File: src/hdl/fsr_pkg.sv
// constants for the flash status register bank
package fsr_pkg;

   // clock rate and busy times
   localparam int unsigned CLK_MHZ     = 50;
   localparam int unsigned T_WRSR_US   = 2000;
   localparam int unsigned T_PROG_US   = 400;
   localparam int unsigned T_SERASE_US = 50000;
   localparam int unsigned T_BERASE_US = 200000;
   localparam int unsigned T_CERASE_US = 8000000;
   localparam int unsigned WRSR_CYC_DEF   = T_WRSR_US * CLK_MHZ;
   localparam int unsigned PROG_CYC_DEF   = T_PROG_US * CLK_MHZ;
   localparam int unsigned SERASE_CYC_DEF = T_SERASE_US * CLK_MHZ;
   localparam int unsigned BERASE_CYC_DEF = T_BERASE_US * CLK_MHZ;
   localparam int unsigned CERASE_CYC_DEF = T_CERASE_US * CLK_MHZ;

   // instruction codes
   localparam logic [7:0] CMD_WREN    = 8'h06;
   localparam logic [7:0] CMD_WRDI    = 8'h04;
   localparam logic [7:0] CMD_VWREN   = 8'h50;
   localparam logic [7:0] CMD_RDSR1   = 8'h05;
   localparam logic [7:0] CMD_RDSR2   = 8'h35;
   localparam logic [7:0] CMD_RDSR3   = 8'h15;
   localparam logic [7:0] CMD_WRSR1   = 8'h01;
   localparam logic [7:0] CMD_WRSR2   = 8'h31;
   localparam logic [7:0] CMD_WRSR3   = 8'h11;
   localparam logic [7:0] CMD_PROG    = 8'h02;
   localparam logic [7:0] CMD_SERASE  = 8'h20;
   localparam logic [7:0] CMD_BERASE  = 8'hd8;
   localparam logic [7:0] CMD_CERASE  = 8'hc7;
   localparam logic [7:0] CMD_SUSPEND = 8'h75;
   localparam logic [7:0] CMD_RESUME  = 8'h7a;
   localparam logic [7:0] CMD_RSTEN   = 8'h66;
   localparam logic [7:0] CMD_RST     = 8'h99;

   // minimum whole bytes in a frame per instruction, and the byte counter ceiling
   localparam logic [2:0] BYTES_ONE   = 3'h1;
   localparam logic [2:0] BYTES_WRSR  = 3'h2;
   localparam logic [2:0] BYTES_WRSR2 = 3'h3;
   localparam logic [2:0] BYTES_ERASE = 3'h4;
   localparam logic [2:0] BYTES_PROG  = 3'h5;
   localparam logic [2:0] BYTES_MAX   = 3'h7;

   // first register fields
   localparam int unsigned SR1_BUSY  = 0;
   localparam int unsigned SR1_WEL   = 1;
   localparam int unsigned SR1_RANGE = 2;
   localparam int unsigned SR1_TB    = 5;
   localparam int unsigned SR1_SEC   = 6;
   localparam int unsigned SR1_GUARD = 7;
   // second register fields
   localparam int unsigned SR2_QE    = 1;
   localparam int unsigned SR2_LB1   = 3;
   localparam int unsigned SR2_CMP   = 6;
   localparam int unsigned SR2_PAUSE = 7;
   // third register fields
   localparam int unsigned SR3_HFM   = 4;
   localparam int unsigned SR3_DRV   = 5;
   localparam int unsigned SR3_HOLD_OR_RESET_SELECT  = 7;

   // reset values
   localparam logic [5:0] SR1_CFG_RST = 6'h00;
   localparam logic [2:0] LB_RST      = 3'h0;
   localparam logic [1:0] DRV_RST     = 2'h0;
   localparam logic [7:0] BYTE_ZERO   = 8'h00;

   // pin sampler bit positions and idle levels
   localparam int unsigned PIN_CS   = 0;
   localparam int unsigned PIN_SCLK = 1;
   localparam int unsigned PIN_MOSI = 2;
   localparam int unsigned PIN_WP   = 3;
   localparam int unsigned PIN_HOLD = 4;
   localparam logic [4:0]  PIN_IDLE = 5'h19;

   // array geometry for protection
   localparam int unsigned ARRAY_AW      = 21;
   localparam logic [4:0]  SEC_BASE_BITS = 5'h0c;
   localparam logic [4:0]  SEC_MAX_BITS  = 5'h0f;
   localparam logic [4:0]  BLK_BASE_BITS = 5'h10;
   localparam logic [2:0]  SEC_SAT_RANGE = 3'h5;
   localparam logic [2:0]  BLK_ALL_RANGE = 3'h6;

   typedef enum logic [2:0] {
      OP_IDLE  = 3'b001,
      OP_WRSR  = 3'b010,
      OP_ARRAY = 3'b100
   } fsr_op_e;

endpackage

File: src/hdl/fsr_prot_chk.sv
// array protection decode for one address
`timescale 1ns/1ps
`default_nettype none
module fsr_prot_chk #(
   parameter int unsigned AW = fsr_pkg::ARRAY_AW
) (
   input  wire logic [AW-1:0] addr,
   input  wire logic [2:0]    range,
   input  wire logic          from_low,
   input  wire logic          granule,
   input  wire logic          invert,
   output logic               hit,
   output logic               any
);
   import fsr_pkg::*;

   logic [4:0]    size_bits;
   logic          full;
   logic [AW-1:0] mask;
   logic          in_rgn;

   always_comb begin
      full      = 1'b0;
      size_bits = SEC_BASE_BITS;
      if (granule) begin

         if (range >= SEC_SAT_RANGE) begin
            size_bits = SEC_MAX_BITS;
         end else begin
            size_bits = 5'(SEC_BASE_BITS + {2'h0, range} - 5'h01);
         end
      end else begin
         if (range >= BLK_ALL_RANGE) begin
            full = 1'b1;
         end else begin
            size_bits = 5'(BLK_BASE_BITS + {2'h0, range} - 5'h01);
         end
      end
      mask   = {AW{1'b1}} << size_bits;

      in_rgn = from_low ? ((addr & mask) == '0) : ((addr & mask) == mask);

      hit    = ((range != 3'h0) & (full | in_rgn)) ^ invert;
      any    = invert ? !full : (range != 3'h0);
   end
endmodule
`default_nettype wire

File: src/hdl/fsr_bank.sv
// status and configuration register bank behind the serial pins
// How it works
// bit seven of second: suspended flag
// invert bit flips protected and open regions
// three one-time lock bits, set only
// host ignores reserved bits when reading
// four-lane bit disables guard and pause pins
// third bit seven picks pause or reset
// volatile two-bit drive strength, default zero
// fast clock mode bit, two copies
// busy set during program, erase, writes
// busy ignores all but status reads and suspend
// busy clears when operation finishes
// write enable sets write arm latch
// arm latch cleared by disable, writes, reset
// three range bits, written by status write
// reject program or erase in protected range
// low end bit counts range from bottom
// low end bit write needs guard, latch
// granule bit picks sectors or blocks
// arm then write updates persistent copies
// volatile arm writes working copies only
// reset loads working copies from persistent
// guard with pin low locks first and second registers
// behaviour and reads use working copies
// reserved bits read zero, ignore writes
`timescale 1ns/1ps
`default_nettype none
module fsr_bank #(
   parameter int unsigned WRSR_CYC   = fsr_pkg::WRSR_CYC_DEF,
   parameter int unsigned PROG_CYC   = fsr_pkg::PROG_CYC_DEF,
   parameter int unsigned SERASE_CYC = fsr_pkg::SERASE_CYC_DEF,
   parameter int unsigned BERASE_CYC = fsr_pkg::BERASE_CYC_DEF,
   parameter int unsigned CERASE_CYC = fsr_pkg::CERASE_CYC_DEF
) (
   input  wire logic       clk,
   input  wire logic       srst,
   input  wire logic       cs_n,
   input  wire logic       sclk,
   input  wire logic       mosi,
   input  wire logic       guard_n_lane_two,
   input  wire logic       pause_n_lane_three,
   output logic            miso,
   output logic            miso_oe_n,
   output logic            busy,
   output logic            write_arm_latch,
   output logic            paused_op_flag,
   output logic            four_lane_enable,
   output logic            pause_pin_active,
   output logic            reset_pin_active,
   output logic [1:0]      drive_strength,
   output logic            fast_clock_mode,
   output logic            array_op_start,
   output logic            array_op_reject
);
   import fsr_pkg::*;

   logic [4:0]  pin_s1_q, pin_s2_q;
   logic        sclk_d_q, cs_d_q;
   logic        cs_n_s, sclk_s, mosi_s, wp_n_s, hold_n_s;
   logic        held, hw_rst, sclk_rise, cs_rise, go;
   logic [7:0]  sh_q, sh_in, cmd_q, data1_q, data2_q, out_sh_q, rd_cmd, rd_val;
   logic [23:0] addr_q;
   logic [2:0]  bit_q, byte_q;
   logic        miso_q, oe_n_q, rd_act_q;
   logic        busy_q, wel_q, vwen_q, paused_q, rst_arm_q;
   logic [31:0] cnt_q, start_cnt;
   fsr_op_e     op_q;
   logic [5:0]  nv_sr1_q, vol_sr1_q;
   logic        nv_cmp_q, vol_cmp_q, nv_qe_q, vol_qe_q;
   logic [2:0]  nv_lb_q;
   logic        nv_hold_or_reset_select_q, vol_hold_or_reset_select_q, nv_hfm_q, vol_hfm_q;
   logic [1:0]  vol_drv_q;
   logic        pause_act_q, reset_act_q, start_q, reject_q;
   logic        acc, soft_rst, reset_all, wr_cmd, wr_any, guard_lock;
   logic        up1, up2, up3, nv_wr, arr_cmd, blocked, arr_start, arr_rej;
   logic        suspend_ok, resume_ok, prot_hit, prot_any;
   logic [7:0]  d2;

   // two-flop sampling of every pin
   always_ff @(posedge clk) begin
      if (srst) begin
         pin_s1_q <= PIN_IDLE;
         pin_s2_q <= PIN_IDLE;
         sclk_d_q <= 1'b0;
         cs_d_q   <= 1'b1;
      end else begin
         pin_s1_q <= {pause_n_lane_three, guard_n_lane_two, mosi, sclk, cs_n};
         pin_s2_q <= pin_s1_q;
         sclk_d_q <= pin_s2_q[PIN_SCLK];
         cs_d_q   <= pin_s2_q[PIN_CS];
      end
   end

   assign cs_n_s    = pin_s2_q[PIN_CS];
   assign sclk_s    = pin_s2_q[PIN_SCLK];
   assign mosi_s    = pin_s2_q[PIN_MOSI];
   assign wp_n_s    = pin_s2_q[PIN_WP];
   assign hold_n_s  = pin_s2_q[PIN_HOLD];
   assign held      = pause_act_q & !hold_n_s;
   assign hw_rst    = reset_act_q & !hold_n_s;
   assign sclk_rise = sclk_s & !sclk_d_q & !cs_n_s & !held;
   assign cs_rise   = cs_n_s & !cs_d_q;
   assign sh_in     = {sh_q[6:0], mosi_s};
   // whole bytes only, else the frame is dropped
   assign go        = cs_rise & (bit_q == 3'h0) & (byte_q != 3'h0) & !hw_rst;

   // frame shifter and byte capture
   always_ff @(posedge clk) begin
      if (srst || cs_n_s || hw_rst) begin
         bit_q  <= 3'h0;
         byte_q <= 3'h0;
         sh_q   <= BYTE_ZERO;
      end else if (sclk_rise) begin
         sh_q  <= sh_in;
         bit_q <= 3'(bit_q + 3'h1);
         if (bit_q == 3'h7 && byte_q != BYTES_MAX) begin
            byte_q <= 3'(byte_q + 3'h1);
         end
      end
   end

   always_ff @(posedge clk) begin
      if (srst) begin
         cmd_q   <= BYTE_ZERO;
         data1_q <= BYTE_ZERO;
         data2_q <= BYTE_ZERO;
         addr_q  <= 24'h000000;
      end else if (sclk_rise && bit_q == 3'h7) begin
         unique case (byte_q)
            3'h0: cmd_q <= sh_in;
            3'h1: begin
               data1_q       <= sh_in;
               addr_q[23:16] <= sh_in;
            end
            3'h2: begin
               data2_q      <= sh_in;
               addr_q[15:8] <= sh_in;
            end
            3'h3: addr_q[7:0] <= sh_in;
            default: ;
         endcase
      end
   end

   // read path: status value reloaded at each byte end
   assign rd_cmd = (byte_q == 3'h0) ? sh_in : cmd_q;
   always_comb begin

      unique case (rd_cmd)
         CMD_RDSR1: rd_val = {vol_sr1_q, wel_q, busy_q};
         CMD_RDSR2: rd_val = {paused_q, vol_cmp_q, nv_lb_q, 1'b0, vol_qe_q, 1'b0};
         CMD_RDSR3: rd_val = {vol_hold_or_reset_select_q, vol_drv_q, vol_hfm_q, 4'h0};
         default:   rd_val = BYTE_ZERO;
      endcase
   end

   // data leaves just after the rising edge the host sampled on
   always_ff @(posedge clk) begin
      if (srst) begin
         miso_q   <= 1'b0;
         out_sh_q <= BYTE_ZERO;
         rd_act_q <= 1'b0;
      end else if (cs_n_s || hw_rst) begin
         rd_act_q <= 1'b0;
      end else if (sclk_rise) begin
         if (bit_q == 3'h7 && (rd_cmd == CMD_RDSR1 || rd_cmd == CMD_RDSR2 || rd_cmd == CMD_RDSR3)) begin
            miso_q   <= rd_val[7];
            out_sh_q <= {rd_val[6:0], 1'b0};
            rd_act_q <= 1'b1;
         end else begin
            miso_q   <= out_sh_q[7];
            out_sh_q <= {out_sh_q[6:0], 1'b0};
         end
      end
   end

   always_ff @(posedge clk) begin
      if (srst) begin
         oe_n_q <= 1'b1;
      end else begin
         oe_n_q <= cs_n_s | held | !rd_act_q;
      end
   end

   // instruction decode at frame end
   assign acc        = go & !busy_q;
   assign soft_rst   = acc & (cmd_q == CMD_RST) & rst_arm_q;
   assign reset_all  = hw_rst | soft_rst;
   assign guard_lock = vol_sr1_q[SR1_GUARD - 2] & !wp_n_s & !vol_qe_q;
   assign wr_cmd     = acc & !paused_q & (byte_q >= BYTES_WRSR)
                       & (cmd_q == CMD_WRSR1 || cmd_q == CMD_WRSR2 || cmd_q == CMD_WRSR3);
   assign wr_any     = wr_cmd & (wel_q | vwen_q);
   assign nv_wr      = wel_q;
   assign up1        = wr_any & !guard_lock & (cmd_q == CMD_WRSR1);
   assign up2        = wr_any & !guard_lock
                       & ((cmd_q == CMD_WRSR2) | ((cmd_q == CMD_WRSR1) & (byte_q >= BYTES_WRSR2)));
   assign up3        = wr_any & (cmd_q == CMD_WRSR3);
   assign d2         = (cmd_q == CMD_WRSR2) ? data1_q : data2_q;
   assign arr_cmd    = acc & !paused_q &
                       (((cmd_q == CMD_PROG) & (byte_q >= BYTES_PROG)) |
                        ((cmd_q == CMD_SERASE || cmd_q == CMD_BERASE) & (byte_q >= BYTES_ERASE)) |
                        (cmd_q == CMD_CERASE));
   assign blocked    = (cmd_q == CMD_CERASE) ? prot_any : prot_hit;
   assign arr_start  = arr_cmd & wel_q & !blocked;
   assign arr_rej    = arr_cmd & wel_q & blocked;
   assign suspend_ok = go & (cmd_q == CMD_SUSPEND) & busy_q & (op_q == OP_ARRAY) & !paused_q;
   assign resume_ok  = acc & (cmd_q == CMD_RESUME) & paused_q;

   fsr_prot_chk #(
      .AW (ARRAY_AW)
   ) u_prot (
      .addr     (addr_q[ARRAY_AW-1:0]),
      .range    (vol_sr1_q[2:0]),
      .from_low (vol_sr1_q[SR1_TB - 2]),
      .granule  (vol_sr1_q[SR1_SEC - 2]),
      .invert   (vol_cmp_q),
      .hit      (prot_hit),
      .any      (prot_any)
   );

   always_comb begin
      unique case (cmd_q)
         CMD_PROG:   start_cnt = 32'(PROG_CYC);
         CMD_SERASE: start_cnt = 32'(SERASE_CYC);
         CMD_BERASE: start_cnt = 32'(BERASE_CYC);
         CMD_CERASE: start_cnt = 32'(CERASE_CYC);
         default:    start_cnt = 32'(WRSR_CYC);
      endcase
   end

   // busy timer and suspend
   always_ff @(posedge clk) begin
      if (srst || reset_all) begin
         busy_q   <= 1'b0;
         paused_q <= 1'b0;
         cnt_q    <= 32'h0;
         op_q     <= OP_IDLE;
      end else if (arr_start || (wr_any && nv_wr)) begin
         busy_q <= 1'b1;
         cnt_q  <= start_cnt;
         op_q   <= arr_start ? OP_ARRAY : OP_WRSR;
      end else if (suspend_ok) begin
         busy_q   <= 1'b0;
         paused_q <= 1'b1;
      end else if (resume_ok) begin
         busy_q   <= 1'b1;
         paused_q <= 1'b0;
      end else if (busy_q) begin
         if (cnt_q <= 32'h1) begin
            busy_q <= 1'b0;
            op_q   <= OP_IDLE;
         end else begin
            cnt_q <= cnt_q - 32'h1;
         end
      end
   end

   // write arm latches and reset arming
   always_ff @(posedge clk) begin
      if (srst || reset_all) begin
         wel_q     <= 1'b0;
         vwen_q    <= 1'b0;
         rst_arm_q <= 1'b0;
      end else if (acc) begin
         rst_arm_q <= (cmd_q == CMD_RSTEN);
         vwen_q    <= (cmd_q == CMD_VWREN);
         if (cmd_q == CMD_WREN) begin
            wel_q <= 1'b1;
         end else if (cmd_q == CMD_WRDI || wr_cmd || arr_cmd) begin
            wel_q <= 1'b0;
         end
      end
   end

   // persistent copies
   always_ff @(posedge clk) begin
      if (srst) begin
         nv_sr1_q  <= SR1_CFG_RST;
         nv_cmp_q  <= 1'b0;
         nv_qe_q   <= 1'b0;
         nv_lb_q   <= LB_RST;
         nv_hold_or_reset_select_q <= 1'b0;
         nv_hfm_q  <= 1'b0;
      end else if (nv_wr) begin
         if (up1) begin
            nv_sr1_q <= data1_q[7:2];
         end
         if (up2) begin
            nv_cmp_q <= d2[SR2_CMP];
            nv_qe_q  <= d2[SR2_QE];
            nv_lb_q  <= nv_lb_q | d2[SR2_LB1 +: 3];
         end
         if (up3) begin
            nv_hold_or_reset_select_q <= data1_q[SR3_HOLD_OR_RESET_SELECT];
            nv_hfm_q  <= data1_q[SR3_HFM];
         end
      end
   end

   // working copies
   always_ff @(posedge clk) begin
      if (srst) begin
         vol_sr1_q  <= SR1_CFG_RST;
         vol_cmp_q  <= 1'b0;
         vol_qe_q   <= 1'b0;
         vol_hold_or_reset_select_q <= 1'b0;
         vol_hfm_q  <= 1'b0;
         vol_drv_q  <= DRV_RST;
      end else if (reset_all) begin
         vol_sr1_q  <= nv_sr1_q;
         vol_cmp_q  <= nv_cmp_q;
         vol_qe_q   <= nv_qe_q;
         vol_hold_or_reset_select_q <= nv_hold_or_reset_select_q;
         vol_hfm_q  <= nv_hfm_q;
         vol_drv_q  <= DRV_RST;
      end else begin
         if (up1) begin
            vol_sr1_q <= data1_q[7:2];
         end
         if (up2) begin
            vol_cmp_q <= d2[SR2_CMP];
            vol_qe_q  <= d2[SR2_QE];
         end
         if (up3) begin
            vol_hold_or_reset_select_q <= data1_q[SR3_HOLD_OR_RESET_SELECT];
            vol_hfm_q  <= data1_q[SR3_HFM];
            vol_drv_q  <= data1_q[SR3_DRV +: 2];
         end
      end
   end

   // pin function select and op pulses
   always_ff @(posedge clk) begin
      if (srst) begin
         pause_act_q <= 1'b1;
         reset_act_q <= 1'b0;
         start_q     <= 1'b0;
         reject_q    <= 1'b0;
      end else begin
         pause_act_q <= !vol_qe_q & !vol_hold_or_reset_select_q;
         reset_act_q <= !vol_qe_q & vol_hold_or_reset_select_q;
         start_q     <= arr_start;
         reject_q    <= arr_rej;
      end
   end

   assign miso             = miso_q;
   assign miso_oe_n        = oe_n_q;
   assign busy             = busy_q;
   assign write_arm_latch  = wel_q;
   assign paused_op_flag   = paused_q;
   assign four_lane_enable = vol_qe_q;
   assign pause_pin_active = pause_act_q;
   assign reset_pin_active = reset_act_q;
   assign drive_strength   = vol_drv_q;
   assign fast_clock_mode  = vol_hfm_q;
   assign array_op_start   = start_q;
   assign array_op_reject  = reject_q;
endmodule
`default_nettype wire

File: config.mk
export PLATFORM = sky130hd
export DESIGN_NAME = fsr_bank
export DESIGN_NICKNAME = d
export VERILOG_FILES = /design/src/hdl/fsr_pkg.sv /design/src/hdl/fsr_prot_chk.sv /design/src/hdl/fsr_bank.sv
export SDC_FILE = /design/constraint.sdc
export NUM_CORES = 1
export LEC_CHECK = 0
export BUFFER_PORTS_ARGS = -buffer_cell sky130_fd_sc_hd__buf_2
export CAP_MARGIN = 0
export CORE_ASPECT_RATIO = 0.6
export CORE_MARGIN = 2
export CORE_UTILIZATION = 59
export CTS_BUF_LIST = sky130_fd_sc_hd__clkbuf_4 sky130_fd_sc_hd__clkbuf_8
export DETAILED_ROUTE_END_ITERATION = 8
export PLACE_DENSITY = 0.88
export SYNTH_ARGS = -nofsm -noshare
export SYNTH_HDL_FRONTEND = slang
export SYNTH_HIERARCHICAL = 1
export SYNTH_SLANG_ARGS = --single-unit
File: constraint.sdc
create_clock -name clk -period 3.7 [get_ports clk]
set_input_delay 0.37 -clock clk [delete_from_list [all_inputs] [get_ports clk]]
set_output_delay 0.37 -clock clk [all_outputs]
set_load 0.03 [all_outputs]
==> results by group <==
Logic synthesis
  – EDFF count, synth: 0
  – Synth Instances: 901
  – Simple-Gate Fraction of Synth Area: 28.4%
  – Distinct cells, synth: 86
  – Syn nets: 924
  – Post-synthesis mux area share: 5.30%
  – Yosys top cell area share: 36.9%
  – Synthesized area: 7380 µm²
  – Synth Register Bits: 136
  – Yosys top cell by area: dfxtp_1
  – Dominant combinational cell family by area after synthesis: simple AND/OR/NAND/NOR gates
  – Top-count cell post-synth: dfxtp_1
  – Mean Syn Cell Area: 8.19 µm²
  – Top post-synthesis cells by area: dfxtp_1 (37%), a21oi_1 (5.8%), nand2_1 (5.0%)
  – Post-synth ARST share: 0%
  – Seq/Total Area, Yosys: 36.9%
  – Xor/xnor share of the synthesized area: 2.59%
  – Post-synthesis compound-gate area fraction: 19.8%
  – Number of synthesis warnings: 6
  – Post-synth top cells: dfxtp_1 (136), nand2_1 (99), nor2_1 (98), a21oi_1 (85), nand3_1 (54)
  – Adder-Cell Fraction of Synth Area: 2.71%
  – Main synth FF type: dfxtp_1

Cells and area
  – P&R area growth vs syn: 17.1%
  – Final instance area: 8650 µm²
  – Layout cells sized above 1: 20.8%
  – Post-Layout Cell Count: 1138
  – N_diodes: 0
  – Final layout net count: 983

Placed design
  – Dpl cell area: 7980 µm²
  – DP Cell Count: 1097
  – Hpwl dp: 16000 µm
  – Gpl congestion: 1.02
  – # port buffers: 19
  – Place WS: -0.285 ns

Clock network
  – # hold bufs at CTS: 0
  – H-tree levels: 4
  – CTS Buf Count: 17
  – Skew-Pair Late Insertion Delay: 0.47 ns
  – Worst-path clk slew: 0.09 ns
  – CTS tree: done
  – CTS root buf: clkbuf_8
  – Clock Tree Buf Depth: 2
  – Clock Sinks: 136

STA
  – # setup viols final: 19
  – Max Clk Rate: 0.260 GHz
  – Post-route setup slack: -0.140 ns
  – Worst Skew: 0.0174 ns
  – Max Slew Vio Count: 0
  – Final Cycle Share: 104%
  – Minimum clock period: 3.84 ns
  – Unrepaired setup endpoints after global routing: true
  – Worst hold slack: 0.0794 ns
  – Final Hold Viols: 0
  – Worst-margin pin slew: 1.13 ns
  – Rel. slew slack: 24.2%

GRT
  – Met3 usage: 14.3%
  – Initial antenna violation count: 0
  – Gr busiest metal: met1
  – GRT overflow: 0
  – GR Util met1: 51.8%
  – Global-route wire length before repair: 34900 µm
  – Pin count of the biggest net entering global routing: 59
  – Total global-route track usage: 33.2%
  – Vias in the first global route: 6557
  – Met2 usage: 40.5%

Worst hold path
  – Hold crit path type: in -> reg
  – Hold Path Depth: 2

Critical path
  – Crit. End Element: flop
  – Reg2Reg Depth: 17
  – Req. time, crit path: 4.07 ns
  – Critical path launch point type: flop
  – CP Class: reg -> reg
  – CP arrival: 4.21 ns
  – Crit path max fanout: 4

Pwr
  – Pleak: 0.00304 µW
  – Cell Pwr Density: 310 nW/µm²
  – Worst VDD drop: 255 µV

Status
  – Failing checks: setup timing
  – Outcome: finished with violations

Detailed routing
  – Pre-antenna DRT Iters: 6
  – WL/cell: 19.9 µm
  – Drt initial violations: 1007
  – Routed Wire Length: 22600 µm
  – Routed Antenna Nets: 0
  – DR vias: 7407
  – DRC: 0
  – Drt via density: 6.51

Floorplanning
  – Initial Util: 60.8%
  – Die ar.: 13500 µm²
  – # rows: 31
  – Core area: 12100 µm²
  – # IOs: 20
  – Die Y-Extent: 90.7 µm
  – DIE WIDTH: 148 µm

Flow run
  – Max-cap violations: 0
==> what timing repair did <==
item	in CTS	in global routing
resized for setup	25	25
pin swaps	5	6
cloned	0	1
endpoints found under the setup margin	33	36
buffers inserted	5	3
==> layout make-up <==
cell class,count,area [µm²]
Tap cell,165,206
Clock inverter,15,131
Multi-Input combinational cell,693,4580
Inverter,23,91.3
Fill cell,899,3490
Clock buffer,17,234
Sequential cell,136,2730
Timing Repair Buffer,89,671
==> cell families (layout without fill, tap and decap cells) <==
kind of cell / after synthesis / after routing
AND/OR/NAND/NOR: 406 / 406
AO/OA/AOI/OAI: 212 / 212
flip-flops: 136 / 136
buffers and inverters: 72 / 144
multiplexers: 38 / 38
XOR/XNOR: 21 / 21
adder cells (fa/ha/maj): 16 / 16
==> state kept, by name, indices dropped and copies added (netlist names), 5 cells and up <==
name / count
cmd_q: 8
sh_q: 7
nv_sr1_q: 6
addr_q: 24
cnt_q: 32
out_sh_q: 7
pin_s2_q: 5
pin_s1_q: 5
vol_sr1_q: 6
==> layer usage <==
metal | vias to the layer above | wire length, µm
met1 | 3452 | 10400
met5 | - | 40
li1 | 3377 | -
met3 | 56 | 3450
met2 | 520 | 8300
met4 | 2 | 371
==> worst max-delay path: stages (launching register included) <==
cell and delay, ns:
dfxtp_4 0.37, inv_4 0.08, ha_4 0.13, inv_2 0.04, ha_4 0.32, xor2_4 0.20
a21boi_4 0.29, nor2_2 0.07, o41ai_1 0.36, buf_4 0.18, nor4_2 0.04, a211oi_2 0.20
xnor2_1 0.12, mux2_4 0.32, a2111oi_4 0.34, nor2_2 0.07, or3_4 0.36, a31o_4 0.25
==> through the flow <==
stage | utilization, % | TNS, ns | total power [µW]
3_5_place_dp | 65.7 | -5.07 | 1550
6_report | 71.2 | -1.25 | 2680
5_1_grt | 71.2 | -3.82 | 2740
3_3_place_gp | 65.7 | -0.820 | 1550
2_1_floorplan | - | 0 | 1530
4_1_cts | 69.8 | -0.126 | 2680
==> cell usage in the layout (no fill, tap or decap), types with 4 or more instances in the layout <==
cell type / instances
dfxtp_1: 134
nand2_1: 99
nor2_1: 92
a21oi_1: 84
buf_4: 65
nand3_1: 52
mux2i_1: 31
nor3_1: 22
inv_1: 19
buf_2: 19
nand2b_1: 18
nor4_1: 18
nor2b_1: 17
clkbuf_8: 17
o21ai_0: 16
a211oi_1: 12
ha_1: 12
a31oi_1: 11
o211ai_1: 11
xnor2_1: 10
xor2_1: 10
and3_1: 7
o21ai_1: 7
nor2_2: 7
o22ai_1: 7
nand4_1: 6
or2_2: 6
a22oi_1: 6
inv_6: 6
and2_1: 5
or3_1: 5
mux2_2: 5
nor4_2: 4
or4_1: 4
or2_1: 4
a2111oi_4: 4
nand3b_1: 4
==> path summary, 6_finish.rpt <==
path                                          from          end  slack [ns]
worst min-delay path            pause_n_lane_three  pin_s1_q[4]        0.08
worst max-delay path                  vol_sr1_q[0]    cnt_q[23]       -0.14
worst max register to register        vol_sr1_q[0]    cnt_q[23]       -0.14
worst min register to register         pin_s1_q[4]  pin_s2_q[4]        0.41
==> power breakdown <==
group	switching, µW	internal, µW
clock	672	488
combinational	33.3	14.4
sequential	3.51	1470
(Power assumes the default switching activity.)
